[config.mk]
export PLATFORM = sky130hd
export DESIGN_NAME = mtw_master
export DESIGN_NICKNAME = d
export VERILOG_FILES = /design/src/hdl/mtw_pkg.sv /design/src/hdl/mtw_master.sv
export SDC_FILE = /design/constraint.sdc
export NUM_CORES = 1
export LEC_CHECK = 0
export BUFFER_PORTS_ARGS = -buffer_cell sky130_fd_sc_hd__buf_2
export CORE_MARGIN = 2
export CORE_UTILIZATION = 52
export CTS_CLUSTER_DIAMETER = 50
export CTS_CLUSTER_SIZE = 30
export DETAILED_ROUTE_END_ITERATION = 6
export GPL_TIMING_DRIVEN = 0
export PLACE_DENSITY = 0.77
export SETUP_SLACK_MARGIN = 0.02
export SKIP_LAST_GASP = 1
export SLEW_MARGIN = 20
export SYNTH_ARGS = -nofsm -noshare
export SYNTH_HDL_FRONTEND = slang
export SYNTH_SLANG_ARGS = --single-unit
[constraint.sdc]
create_clock -name mclk -period 3.3 [get_ports mclk]
set_clock_uncertainty 0.2 [all_clocks]
set_input_delay 0.33 -clock mclk [delete_from_list [all_inputs] [get_ports mclk]]
set_output_delay 0.33 -clock mclk [all_outputs]
set_load 0.01 [all_outputs]
[src/hdl/mtw_pkg.sv]
// Package for the two-wire bus master: offsets, fields, reset values, carriers
package mtw_pkg;
  // ---------------------------------------------------------------------------
  // Register indices (printed offsets are not word aligned; byte addr = 4*index)
  // ---------------------------------------------------------------------------
  localparam logic [7:0]  IDX_CONTROL    = 8'he1;
  localparam logic [7:0]  IDX_SHIFT_DATA = 8'he2;
  localparam logic [7:0]  IDX_IRQ_MASK   = 8'hf0;
  localparam logic [7:0]  IDX_IRQ_STATUS = 8'hf1;
  localparam logic [7:0]  IDX_PRIORITY   = 8'hf2;
  localparam logic [11:0] ADDR_CONTROL    = {2'h0, IDX_CONTROL, 2'h0};
  localparam logic [11:0] ADDR_SHIFT_DATA = {2'h0, IDX_SHIFT_DATA, 2'h0};
  localparam logic [11:0] ADDR_IRQ_MASK   = {2'h0, IDX_IRQ_MASK, 2'h0};
  localparam logic [11:0] ADDR_IRQ_STATUS = {2'h0, IDX_IRQ_STATUS, 2'h0};
  localparam logic [11:0] ADDR_PRIORITY   = {2'h0, IDX_PRIORITY, 2'h0};

  // ---------------------------------------------------------------------------
  // Control register fields, priority register bit, reset values
  // ---------------------------------------------------------------------------
  localparam int BIT_ENABLE   = 7;
  localparam int BIT_ACK_SEL  = 6;
  localparam int BIT_DONE     = 5;
  localparam int BIT_ACK_IN   = 4;
  localparam int BIT_START    = 3;
  localparam int BIT_STOP     = 2;
  localparam int BIT_PRIO_HI  = 4;
  localparam logic [7:0] CONTROL_RESET = 8'h04;
  localparam logic [7:0] DATA_RESET    = 8'h00;

  // Interrupt status bits: byte done, nack seen
  localparam int IRQ_BITS     = 2;
  localparam int IRQ_DONE     = 0;
  localparam int IRQ_NACK     = 1;

  // ---------------------------------------------------------------------------
  // Rate codes: quarter-period counts for div 4/16/64/256
  // ---------------------------------------------------------------------------
  localparam logic [6:0] QTR_DIV4   = 7'h01;
  localparam logic [6:0] QTR_DIV16  = 7'h04;
  localparam logic [6:0] QTR_DIV64  = 7'h10;
  localparam logic [6:0] QTR_DIV256 = 7'h40;

  typedef struct packed {
    logic sda_in;
    logic scl_in;
  } mtw_pins_in_t;

  typedef struct packed {
    logic sda_out;
    logic sda_oe_n;
    logic scl_out;
    logic scl_oe_n;
  } mtw_pins_out_t;
endpackage : mtw_pkg

[src/hdl/mtw_master.sv]
// Two-wire bus master with APB register access
`timescale 1ns/1ps

module mtw_master
  import mtw_pkg::*;
(
  // Clock and reset
  input  wire logic          mclk,
  input  wire logic          reset,
  // APB slave
  input  wire logic          psel,
  input  wire logic          penable,
  input  wire logic          pwrite,
  input  wire logic [11:0]   paddr,
  input  wire logic [31:0]   pwdata,
  output logic               pready,
  output logic               pslverr,
  output logic [31:0]        prdata,
  // Bus pins
  input  wire mtw_pins_in_t  pins_in,
  output mtw_pins_out_t      pins_out,
  // Interrupt
  output logic               irq,
  output logic               irq_priority_high
);

  // ---------------------------------------------------------------------------
  // States
  // ---------------------------------------------------------------------------
  typedef enum logic [6:0] {
    ST_IDLE  = 7'b0000001,
    ST_START = 7'b0000010,
    ST_WAIT  = 7'b0000100,
    ST_BIT   = 7'b0001000,
    ST_ACK   = 7'b0010000,
    ST_STOP  = 7'b0100000,
    ST_HOLD  = 7'b1000000
  } mtw_state_t;

  mtw_state_t    state_ff;
  logic [7:0]    control_ff;
  logic [7:0]    shift_ff;
  logic [IRQ_BITS-1:0] status_ff;
  logic [IRQ_BITS-1:0] mask_ff;
  logic          prio_ff;
  logic [1:0]    sda_sync_ff;
  logic [1:0]    scl_sync_ff;
  logic [6:0]    tick_cnt_ff;
  logic [1:0]    phase_ff;
  logic [2:0]    bit_cnt_ff;
  logic          rx_mode_ff;
  logic          sda_drv_ff;
  logic          scl_drv_ff;
  logic          byte_done;
  logic          nack_seen;
  logic          tick;
  logic [6:0]    qtr_len;
  logic          scl_ready;
  logic          wr_acc;
  logic          rd_acc;
  logic          wr_data;
  logic          rd_data;
  logic          wr_ctrl;
  logic          in_frame;

  assign wr_acc   = psel && penable && pwrite;
  assign rd_acc   = psel && penable && !pwrite;
  assign wr_data  = wr_acc && (paddr == ADDR_SHIFT_DATA);
  assign rd_data  = rd_acc && (paddr == ADDR_SHIFT_DATA);
  assign wr_ctrl  = wr_acc && (paddr == ADDR_CONTROL);
  assign in_frame = (state_ff == ST_WAIT);
  assign pready   = 1'b1;

  // ---------------------------------------------------------------------------
  // Pin synchronisers
  // ---------------------------------------------------------------------------
  always_ff @(posedge mclk) begin
    if (reset) begin
      sda_sync_ff <= 2'h3;
      scl_sync_ff <= 2'h3;
    end else begin
      sda_sync_ff <= {sda_sync_ff[0], pins_in.sda_in};
      scl_sync_ff <= {scl_sync_ff[0], pins_in.scl_in};
    end
  end

  // ---------------------------------------------------------------------------
  // Serial clock divider, four phases per bit
  // ---------------------------------------------------------------------------
  always_comb begin
    case (control_ff[1:0])
      2'h0:    qtr_len = QTR_DIV4;
      2'h1:    qtr_len = QTR_DIV16;
      2'h2:    qtr_len = QTR_DIV64;
      default: qtr_len = QTR_DIV256;
    endcase
  end

  assign tick = (tick_cnt_ff == qtr_len - 7'h01);

  always_ff @(posedge mclk) begin
    if (reset || !control_ff[BIT_ENABLE] || state_ff == ST_IDLE || in_frame) begin
      tick_cnt_ff <= 7'h00;
    end else if (tick) begin
      tick_cnt_ff <= 7'h00;
    end else begin
      tick_cnt_ff <= tick_cnt_ff + 7'h01;
    end
  end

  // ---------------------------------------------------------------------------
  // Clock stretch detection
  // ---------------------------------------------------------------------------
  // Synchroniser lags two clocks, longer than a quarter at the fastest rate:
  // stretching is honoured only at the slower rates, else /4 would be lost
  assign scl_ready = scl_sync_ff[1] || (control_ff[1:0] == 2'h0);

  // ---------------------------------------------------------------------------
  // Bus sequencer
  // ---------------------------------------------------------------------------
  // Slaves stretching the clock are honoured in ST_BIT and ST_ACK except at /4: phase 2 waits for scl high
  always_ff @(posedge mclk) begin
    if (reset || !control_ff[BIT_ENABLE]) begin
      state_ff   <= ST_IDLE;
      phase_ff   <= 2'h0;
      bit_cnt_ff <= 3'h7;
      rx_mode_ff <= 1'b0;
      sda_drv_ff <= 1'b1;
      scl_drv_ff <= 1'b1;
    end else begin
      case (state_ff)
        ST_IDLE: begin
          sda_drv_ff <= 1'b1;
          scl_drv_ff <= 1'b1;
          if (control_ff[BIT_START]) begin
            state_ff <= ST_START;
            phase_ff <= 2'h0;
          end
        end
        ST_START: if (tick) begin
          phase_ff <= phase_ff + 2'h1;
          if (phase_ff == 2'h1) sda_drv_ff <= 1'b0;
          if (phase_ff == 2'h3) begin
            scl_drv_ff <= 1'b0;
            state_ff   <= ST_WAIT;
          end
        end
        ST_WAIT: begin
          if (wr_data) begin
            rx_mode_ff <= 1'b0;
            bit_cnt_ff <= 3'h7;
            phase_ff   <= 2'h0;
            state_ff   <= ST_BIT;
          end else if (rd_data) begin
            rx_mode_ff <= 1'b1;
            bit_cnt_ff <= 3'h7;
            phase_ff   <= 2'h0;
            state_ff   <= ST_BIT;
          end else if (control_ff[BIT_STOP]) begin
            phase_ff <= 2'h0;
            state_ff <= ST_STOP;
          end
        end
        ST_BIT: if (tick && !(phase_ff == 2'h2 && !scl_ready)) begin
          phase_ff <= phase_ff + 2'h1;
          case (phase_ff)
            2'h0: sda_drv_ff <= rx_mode_ff ? 1'b1 : shift_ff[bit_cnt_ff];
            2'h1: scl_drv_ff <= 1'b1;
            2'h2: ;
            default: begin
              scl_drv_ff <= 1'b0;
              if (bit_cnt_ff == 3'h0) state_ff <= ST_ACK;
              bit_cnt_ff <= bit_cnt_ff - 3'h1;
            end
          endcase
        end
        ST_ACK: if (tick && !(phase_ff == 2'h2 && !scl_ready)) begin
          phase_ff <= phase_ff + 2'h1;
          case (phase_ff)
            2'h0: sda_drv_ff <= rx_mode_ff ? control_ff[BIT_ACK_SEL] : 1'b1;
            2'h1: scl_drv_ff <= 1'b1;
            2'h2: ;
            default: begin
              scl_drv_ff <= 1'b0;
              state_ff   <= control_ff[BIT_STOP] ? ST_STOP : ST_WAIT;
            end
          endcase
        end
        ST_STOP: if (tick) begin
          phase_ff <= phase_ff + 2'h1;
          case (phase_ff)
            2'h0: sda_drv_ff <= 1'b0;
            2'h1: scl_drv_ff <= 1'b1;
            2'h2: sda_drv_ff <= 1'b1;
            default: state_ff <= ST_HOLD;
          endcase
        end
        default: if (!control_ff[BIT_START]) state_ff <= ST_IDLE;
      endcase
    end
  end

  assign byte_done = (state_ff == ST_ACK) && tick && (phase_ff == 2'h3);
  assign nack_seen = byte_done && !rx_mode_ff && sda_sync_ff[1];

  // ---------------------------------------------------------------------------
  // Shift data register
  // ---------------------------------------------------------------------------
  always_ff @(posedge mclk) begin
    if (reset) begin
      shift_ff <= DATA_RESET;
    end else if (wr_data) begin
      shift_ff <= pwdata[7:0];
    end else if (state_ff == ST_BIT && rx_mode_ff && tick && phase_ff == 2'h2 && scl_ready) begin
      shift_ff <= {shift_ff[6:0], sda_sync_ff[1]};
    end
  end

  // ---------------------------------------------------------------------------
  // Control register
  // ---------------------------------------------------------------------------
  // Start request drops once the stop sequence has finished
  always_ff @(posedge mclk) begin
    if (reset) begin
      control_ff <= CONTROL_RESET;
    end else begin
      if (wr_ctrl) begin
        control_ff[7:6] <= pwdata[7:6];
        control_ff[3:0] <= pwdata[3:0];
      end else if (state_ff == ST_HOLD) begin
        control_ff[BIT_START] <= 1'b0;
      end
      // Set wins over a simultaneous software clear
      if (byte_done) begin
        control_ff[BIT_DONE] <= 1'b1;
      end else if (wr_ctrl && !pwdata[BIT_DONE]) begin
        control_ff[BIT_DONE] <= 1'b0;
      end
      if (byte_done && !rx_mode_ff) begin
        control_ff[BIT_ACK_IN] <= sda_sync_ff[1];
      end
    end
  end

  // ---------------------------------------------------------------------------
  // Interrupt status, mask, priority
  // ---------------------------------------------------------------------------
  always_ff @(posedge mclk) begin
    if (reset) begin
      status_ff <= '0;
    end else begin
      status_ff <= ((rd_acc && paddr == ADDR_IRQ_STATUS) ? '0 : status_ff)
                   | {nack_seen, byte_done};
    end
  end

  always_ff @(posedge mclk) begin
    if (reset) begin
      mask_ff <= '0;
      prio_ff <= 1'b0;
    end else if (wr_acc && paddr == ADDR_IRQ_MASK) begin
      mask_ff <= pwdata[IRQ_BITS-1:0];
    end else if (wr_acc && paddr == ADDR_PRIORITY) begin
      prio_ff <= pwdata[BIT_PRIO_HI];
    end
  end

  assign irq               = |(status_ff & mask_ff);
  assign irq_priority_high = prio_ff;

  // ---------------------------------------------------------------------------
  // Read data and error answer
  // ---------------------------------------------------------------------------
  always_comb begin
    prdata  = 32'h0000_0000;
    pslverr = 1'b0;
    if (paddr == ADDR_CONTROL) begin
      prdata = {24'h00_0000, control_ff};
    end else if (paddr == ADDR_SHIFT_DATA) begin
      prdata = {24'h00_0000, shift_ff};
    end else if (paddr == ADDR_IRQ_MASK) begin
      prdata = {30'h0000_0000, mask_ff};
    end else if (paddr == ADDR_IRQ_STATUS) begin
      prdata = {30'h0000_0000, status_ff};
    end else if (paddr == ADDR_PRIORITY) begin
      prdata = {27'h000_0000, prio_ff, 4'h0};
    end else begin
      pslverr = psel && penable;
    end
  end

  // Open drain: low driven only, enable low while driving
  assign pins_out = '{sda_out:  1'b0,
                      sda_oe_n: sda_drv_ff,
                      scl_out:  1'b0,
                      scl_oe_n: scl_drv_ff};

endmodule : mtw_master

==> results list <==
- Leading cell type in the layout, fill and taps excluded: sky130_fd_sc_hd__dfxtp_1
* Minimum period implied by the final worst setup slack: approximately 3000 ps
- Share of the core filled with cells: 0.623
- Area used by sequential logic in the layout: 941 µm²
- Final hold violation count: 0
- Power per Cell Area: just under 300 nW/µm²
- In the finished design, the share of the clock period the worst path needs comes to 0.900.
* Worst-skew pair later-pin latency: 300 ps
* Global route total overflow: 0
- Max-cap violations in this run came to 0.
* Reg clk slew, reported paths: 90 ps
* Area of the multi-input gates: 1750 µm²
- For met3 alone, demand over resource in global routing was 0.0409.
* Top fanout value on the critical path: 9
* Async set-reset flop share out of synthesis: 0
- Clock Root Buffer: sky130_fd_sc_hd__clkbuf_8
- Buffers inserted to repair hold after CTS numbered 0.
- The H-tree generated during clock tree synthesis spans 2 levels.
- Pin count of the biggest net entering global routing: 15
- The number of antenna violations at the first check in global routing came to 0.
* Vias in the first global route: 2611
* Total power: 993 µW
- Met1 capacity usage during global routing: 0.311
- Final antenna diode count: 0
* Die width: 79.2 µm
- After detailed routing, the average wire length per cell comes to between 10 and 15 µm.
- Violation count after the first detailed-route iteration: approximately 160
- The cell area that synthesis handed to floorplanning was 2940 µm².
- The final route contains ~2800 vias.
* Number of fillers in the final layout: 538
* Die H: 79.2 µm
* Setup repair after global routing missed its margin: false
- At the pin with the least slew margin, the transition time is 783 ps.
- Port buffering added 38 buffers.
- For this run, the register share of the synthesized area comes to 0.320.
* Leakage power: 0.00140 µW
- Boundary pin count: 91
- Buffers inserted by post-CTS timing repair: 0
- Yosys mapped a number of flops with a built-in enable equal to 0.
- For met2 alone, demand over resource in global routing was 0.417.
- FMAX: 337 MHz
- Floorplan die area: 6280 µm²
* Site Rows: 27
- Adding up every negative setup slack in the final design gives 0 ps.
* Number of nets with antenna violations after routing: 0
- Counting every instance in the synthesized netlist gives 364.
- Global-route wire length before repair: 12.2 mm
- Critical path class: flip-flop to flip-flop
- First-pass iteration count of the detailed router: 4
- For flop-to-flop paths, the worst setup slack is 330 ps.
- Number of distinct standard cells referenced by the synthesized netlist: 63
* Area delta synth->final: 15.9%
- The top cell types in the final layout, fill and taps aside, are sky130_fd_sc_hd__dfxtp_1, sky130_fd_sc_hd__buf_2, sky130_fd_sc_hd__nor2_1.
* #FFs+latches synth: 47
- Busiest metal layer after global routing: met2
- CTS resizes: 0
- Starting density of the core: 0.538
- Data arrives at the worst endpoint at 3000 ps.
- Number of max-slew violations in the final report: 0
- Setup violations remaining at the end of the flow were counted as 0.
- The routed design has between 7 and 8 mm of wire.
- Layout cells sized above 1: 0.230
- Outcome: finished, final reports clean
- Detailed placement ended at an HPWL of 5.60 mm.
- The path class of the tightest hold or removal check is input port to flip-flop.
* Sink count of the clock tree: 47
* Mean post-synth cell area: 8.09 µm²
- Remaining design rule violation count: 0
* Number of nets in the final layout: 493
- Worst relative slew slack: 0.473
* Setup crit start kind: flip-flop
* Last weighted congestion value of the routability-driven placer: 0.882
- Detailed-route vias per instance: between 5 and 6
- During synthesis, Yosys emitted a total of 0 warnings.
- Worst voltage drop across the vdd grid: 0.246 mV
- After floorplanning, the core was sized to cover about 5500 µm².
* Element type at the critical path end: flip-flop
- Primary flip-flop cell chosen by synthesis mapping: sky130_fd_sc_hd__dfxtp_1
- Across every metal layer, demand over resource in global routing totals 0.242.
* TritonCTS Buffers: 5
- Maximum clock path buffer count: 2
* WP data required: 3330 ps
- Clock tree from TritonCTS: built
==> worst max-delay path: stages (launching register included) <==
cell	delay, ps
sky130_fd_sc_hd__dfxtp_1	320
sky130_fd_sc_hd__clkbuf_1	280
sky130_fd_sc_hd__nand2b_1	160
sky130_fd_sc_hd__ha_1	240
sky130_fd_sc_hd__xnor2_1	130
sky130_fd_sc_hd__nor3_1	250
sky130_fd_sc_hd__a21boi_4	360
sky130_fd_sc_hd__nand3_1	270
sky130_fd_sc_hd__or3b_2	530
sky130_fd_sc_hd__a21oi_1	160
==> synth_stat cells, types with 4 or more instances <==
| master | number | share of area |
|---|---|---|
| sky130_fd_sc_hd__ha_1 | 8 | 0.034 |
| sky130_fd_sc_hd__nand2_1 | 31 | 0.040 |
| sky130_fd_sc_hd__dfxtp_1 | 47 | 0.32 |
| sky130_fd_sc_hd__and3_1 | 4 | 0.0085 |
| sky130_fd_sc_hd__a21oi_1 | 18 | 0.031 |
| sky130_fd_sc_hd__clkbuf_1 | 9 | 0.011 |
| sky130_fd_sc_hd__nor4_1 | 11 | 0.023 |
| sky130_fd_sc_hd__o21ai_0 | 13 | 0.022 |
| sky130_fd_sc_hd__buf_4 | 32 | 0.082 |
| sky130_fd_sc_hd__a31o_1 | 4 | 0.012 |
| sky130_fd_sc_hd__nand4_1 | 5 | 0.011 |
| sky130_fd_sc_hd__a22o_1 | 6 | 0.018 |
| sky130_fd_sc_hd__or2_2 | 5 | 0.011 |
| sky130_fd_sc_hd__nand2b_1 | 5 | 0.011 |
| sky130_fd_sc_hd__a311oi_1 | 8 | 0.024 |
| sky130_fd_sc_hd__xor2_1 | 6 | 0.018 |
| sky130_fd_sc_hd__inv_1 | 12 | 0.015 |
| sky130_fd_sc_hd__nor2_1 | 35 | 0.045 |
| sky130_fd_sc_hd__nand3_1 | 31 | 0.053 |
| sky130_fd_sc_hd__xnor2_1 | 4 | 0.012 |
| sky130_fd_sc_hd__nor3_1 | 6 | 0.010 |
==> report_power, final <==
| group | internal [µW] | switching [µW] | leakage, µW |
|---|---|---|---|
| logic | 37.8 | 39.5 | 0.000979 |
| clock network | 148 | 198 | 0.0000412 |
| registers | 569 | 0.628 | 0.000380 |
| total | 755 | 238 | 0.00140 |
==> metrics by stage <==
step	area, µm²	hold WS (ps)	setup slack (ps)	instances
final	3410	7.65	329	507
after CTS	3400	8.06	257	507
after global routing	3410	16.1	122	507
after floorplan	3040	189	708	389
after detailed placement	3320	205	278	499
after global placement	3320	197	370	499
==> layer usage <==
metal	wire [µm]	share of wire	up-vias
met4	87	0.012	0
li1	-	-	1406
met5	0	0	-
met3	457	0.063	9
met2	3550	0.49	106
met1	3190	0.44	1310
==> registers in the layout, summed over array words and instances, names as in the netlist <==
| name | count |
|---|---|
| bit_cnt_ff | 3 |
| control_ff | 8 |
| irq_priority_high | 1 |
| mask_ff | 2 |
| phase_ff | 2 |
| rx_mode_ff | 1 |
| scl_drv_ff | 1 |
| scl_sync_ff | 2 |
| sda_drv_ff | 1 |
| sda_sync_ff | 2 |
| shift_ff | 8 |
| state_ff | 7 |
| status_ff | 2 |
| tick_cnt_ff | 7 |
==> area by class of cell <==
type | instances | share of cell area
multi-input combinational | 284 | 0.512
timing repair buffer | 38 | 0.0558
buffer | 46 | 0.0913
inverter | 12 | 0.0132
sequential | 47 | 0.276
tap | 72 | 0.0264
clock inverter | 2 | 0.00367
clock buffer | 6 | 0.0213
==> kinds of logic (layout without fill, tap and decap cells) <==
family	after synthesis	count (layout)	share of synthesized area
AND/OR/NAND/NOR	159	159	0.285
AO/OA/AOI/OAI	76	76	0.186
buffers and inverters	58	104	0.121
flip-flops	47	47	0.320
XOR/XNOR	10	10	0.0297
adder cells (fa/ha/maj)	8	8	0.0340
multiplexers	4	4	0.0221
other	2	27	0.00255
==> worst paths after layout <==
path                        from        endpoint  cells after the start
setup / recovery   control_ff[1]   control_ff[4]                      9
hold / removal        pins_in[1]  sda_sync_ff[0]                      2
setup reg to reg   control_ff[1]   control_ff[4]                      9
hold reg to reg   sda_sync_ff[0]  sda_sync_ff[1]                      1
No activity file was read; power rests on OpenSTA's default activity.
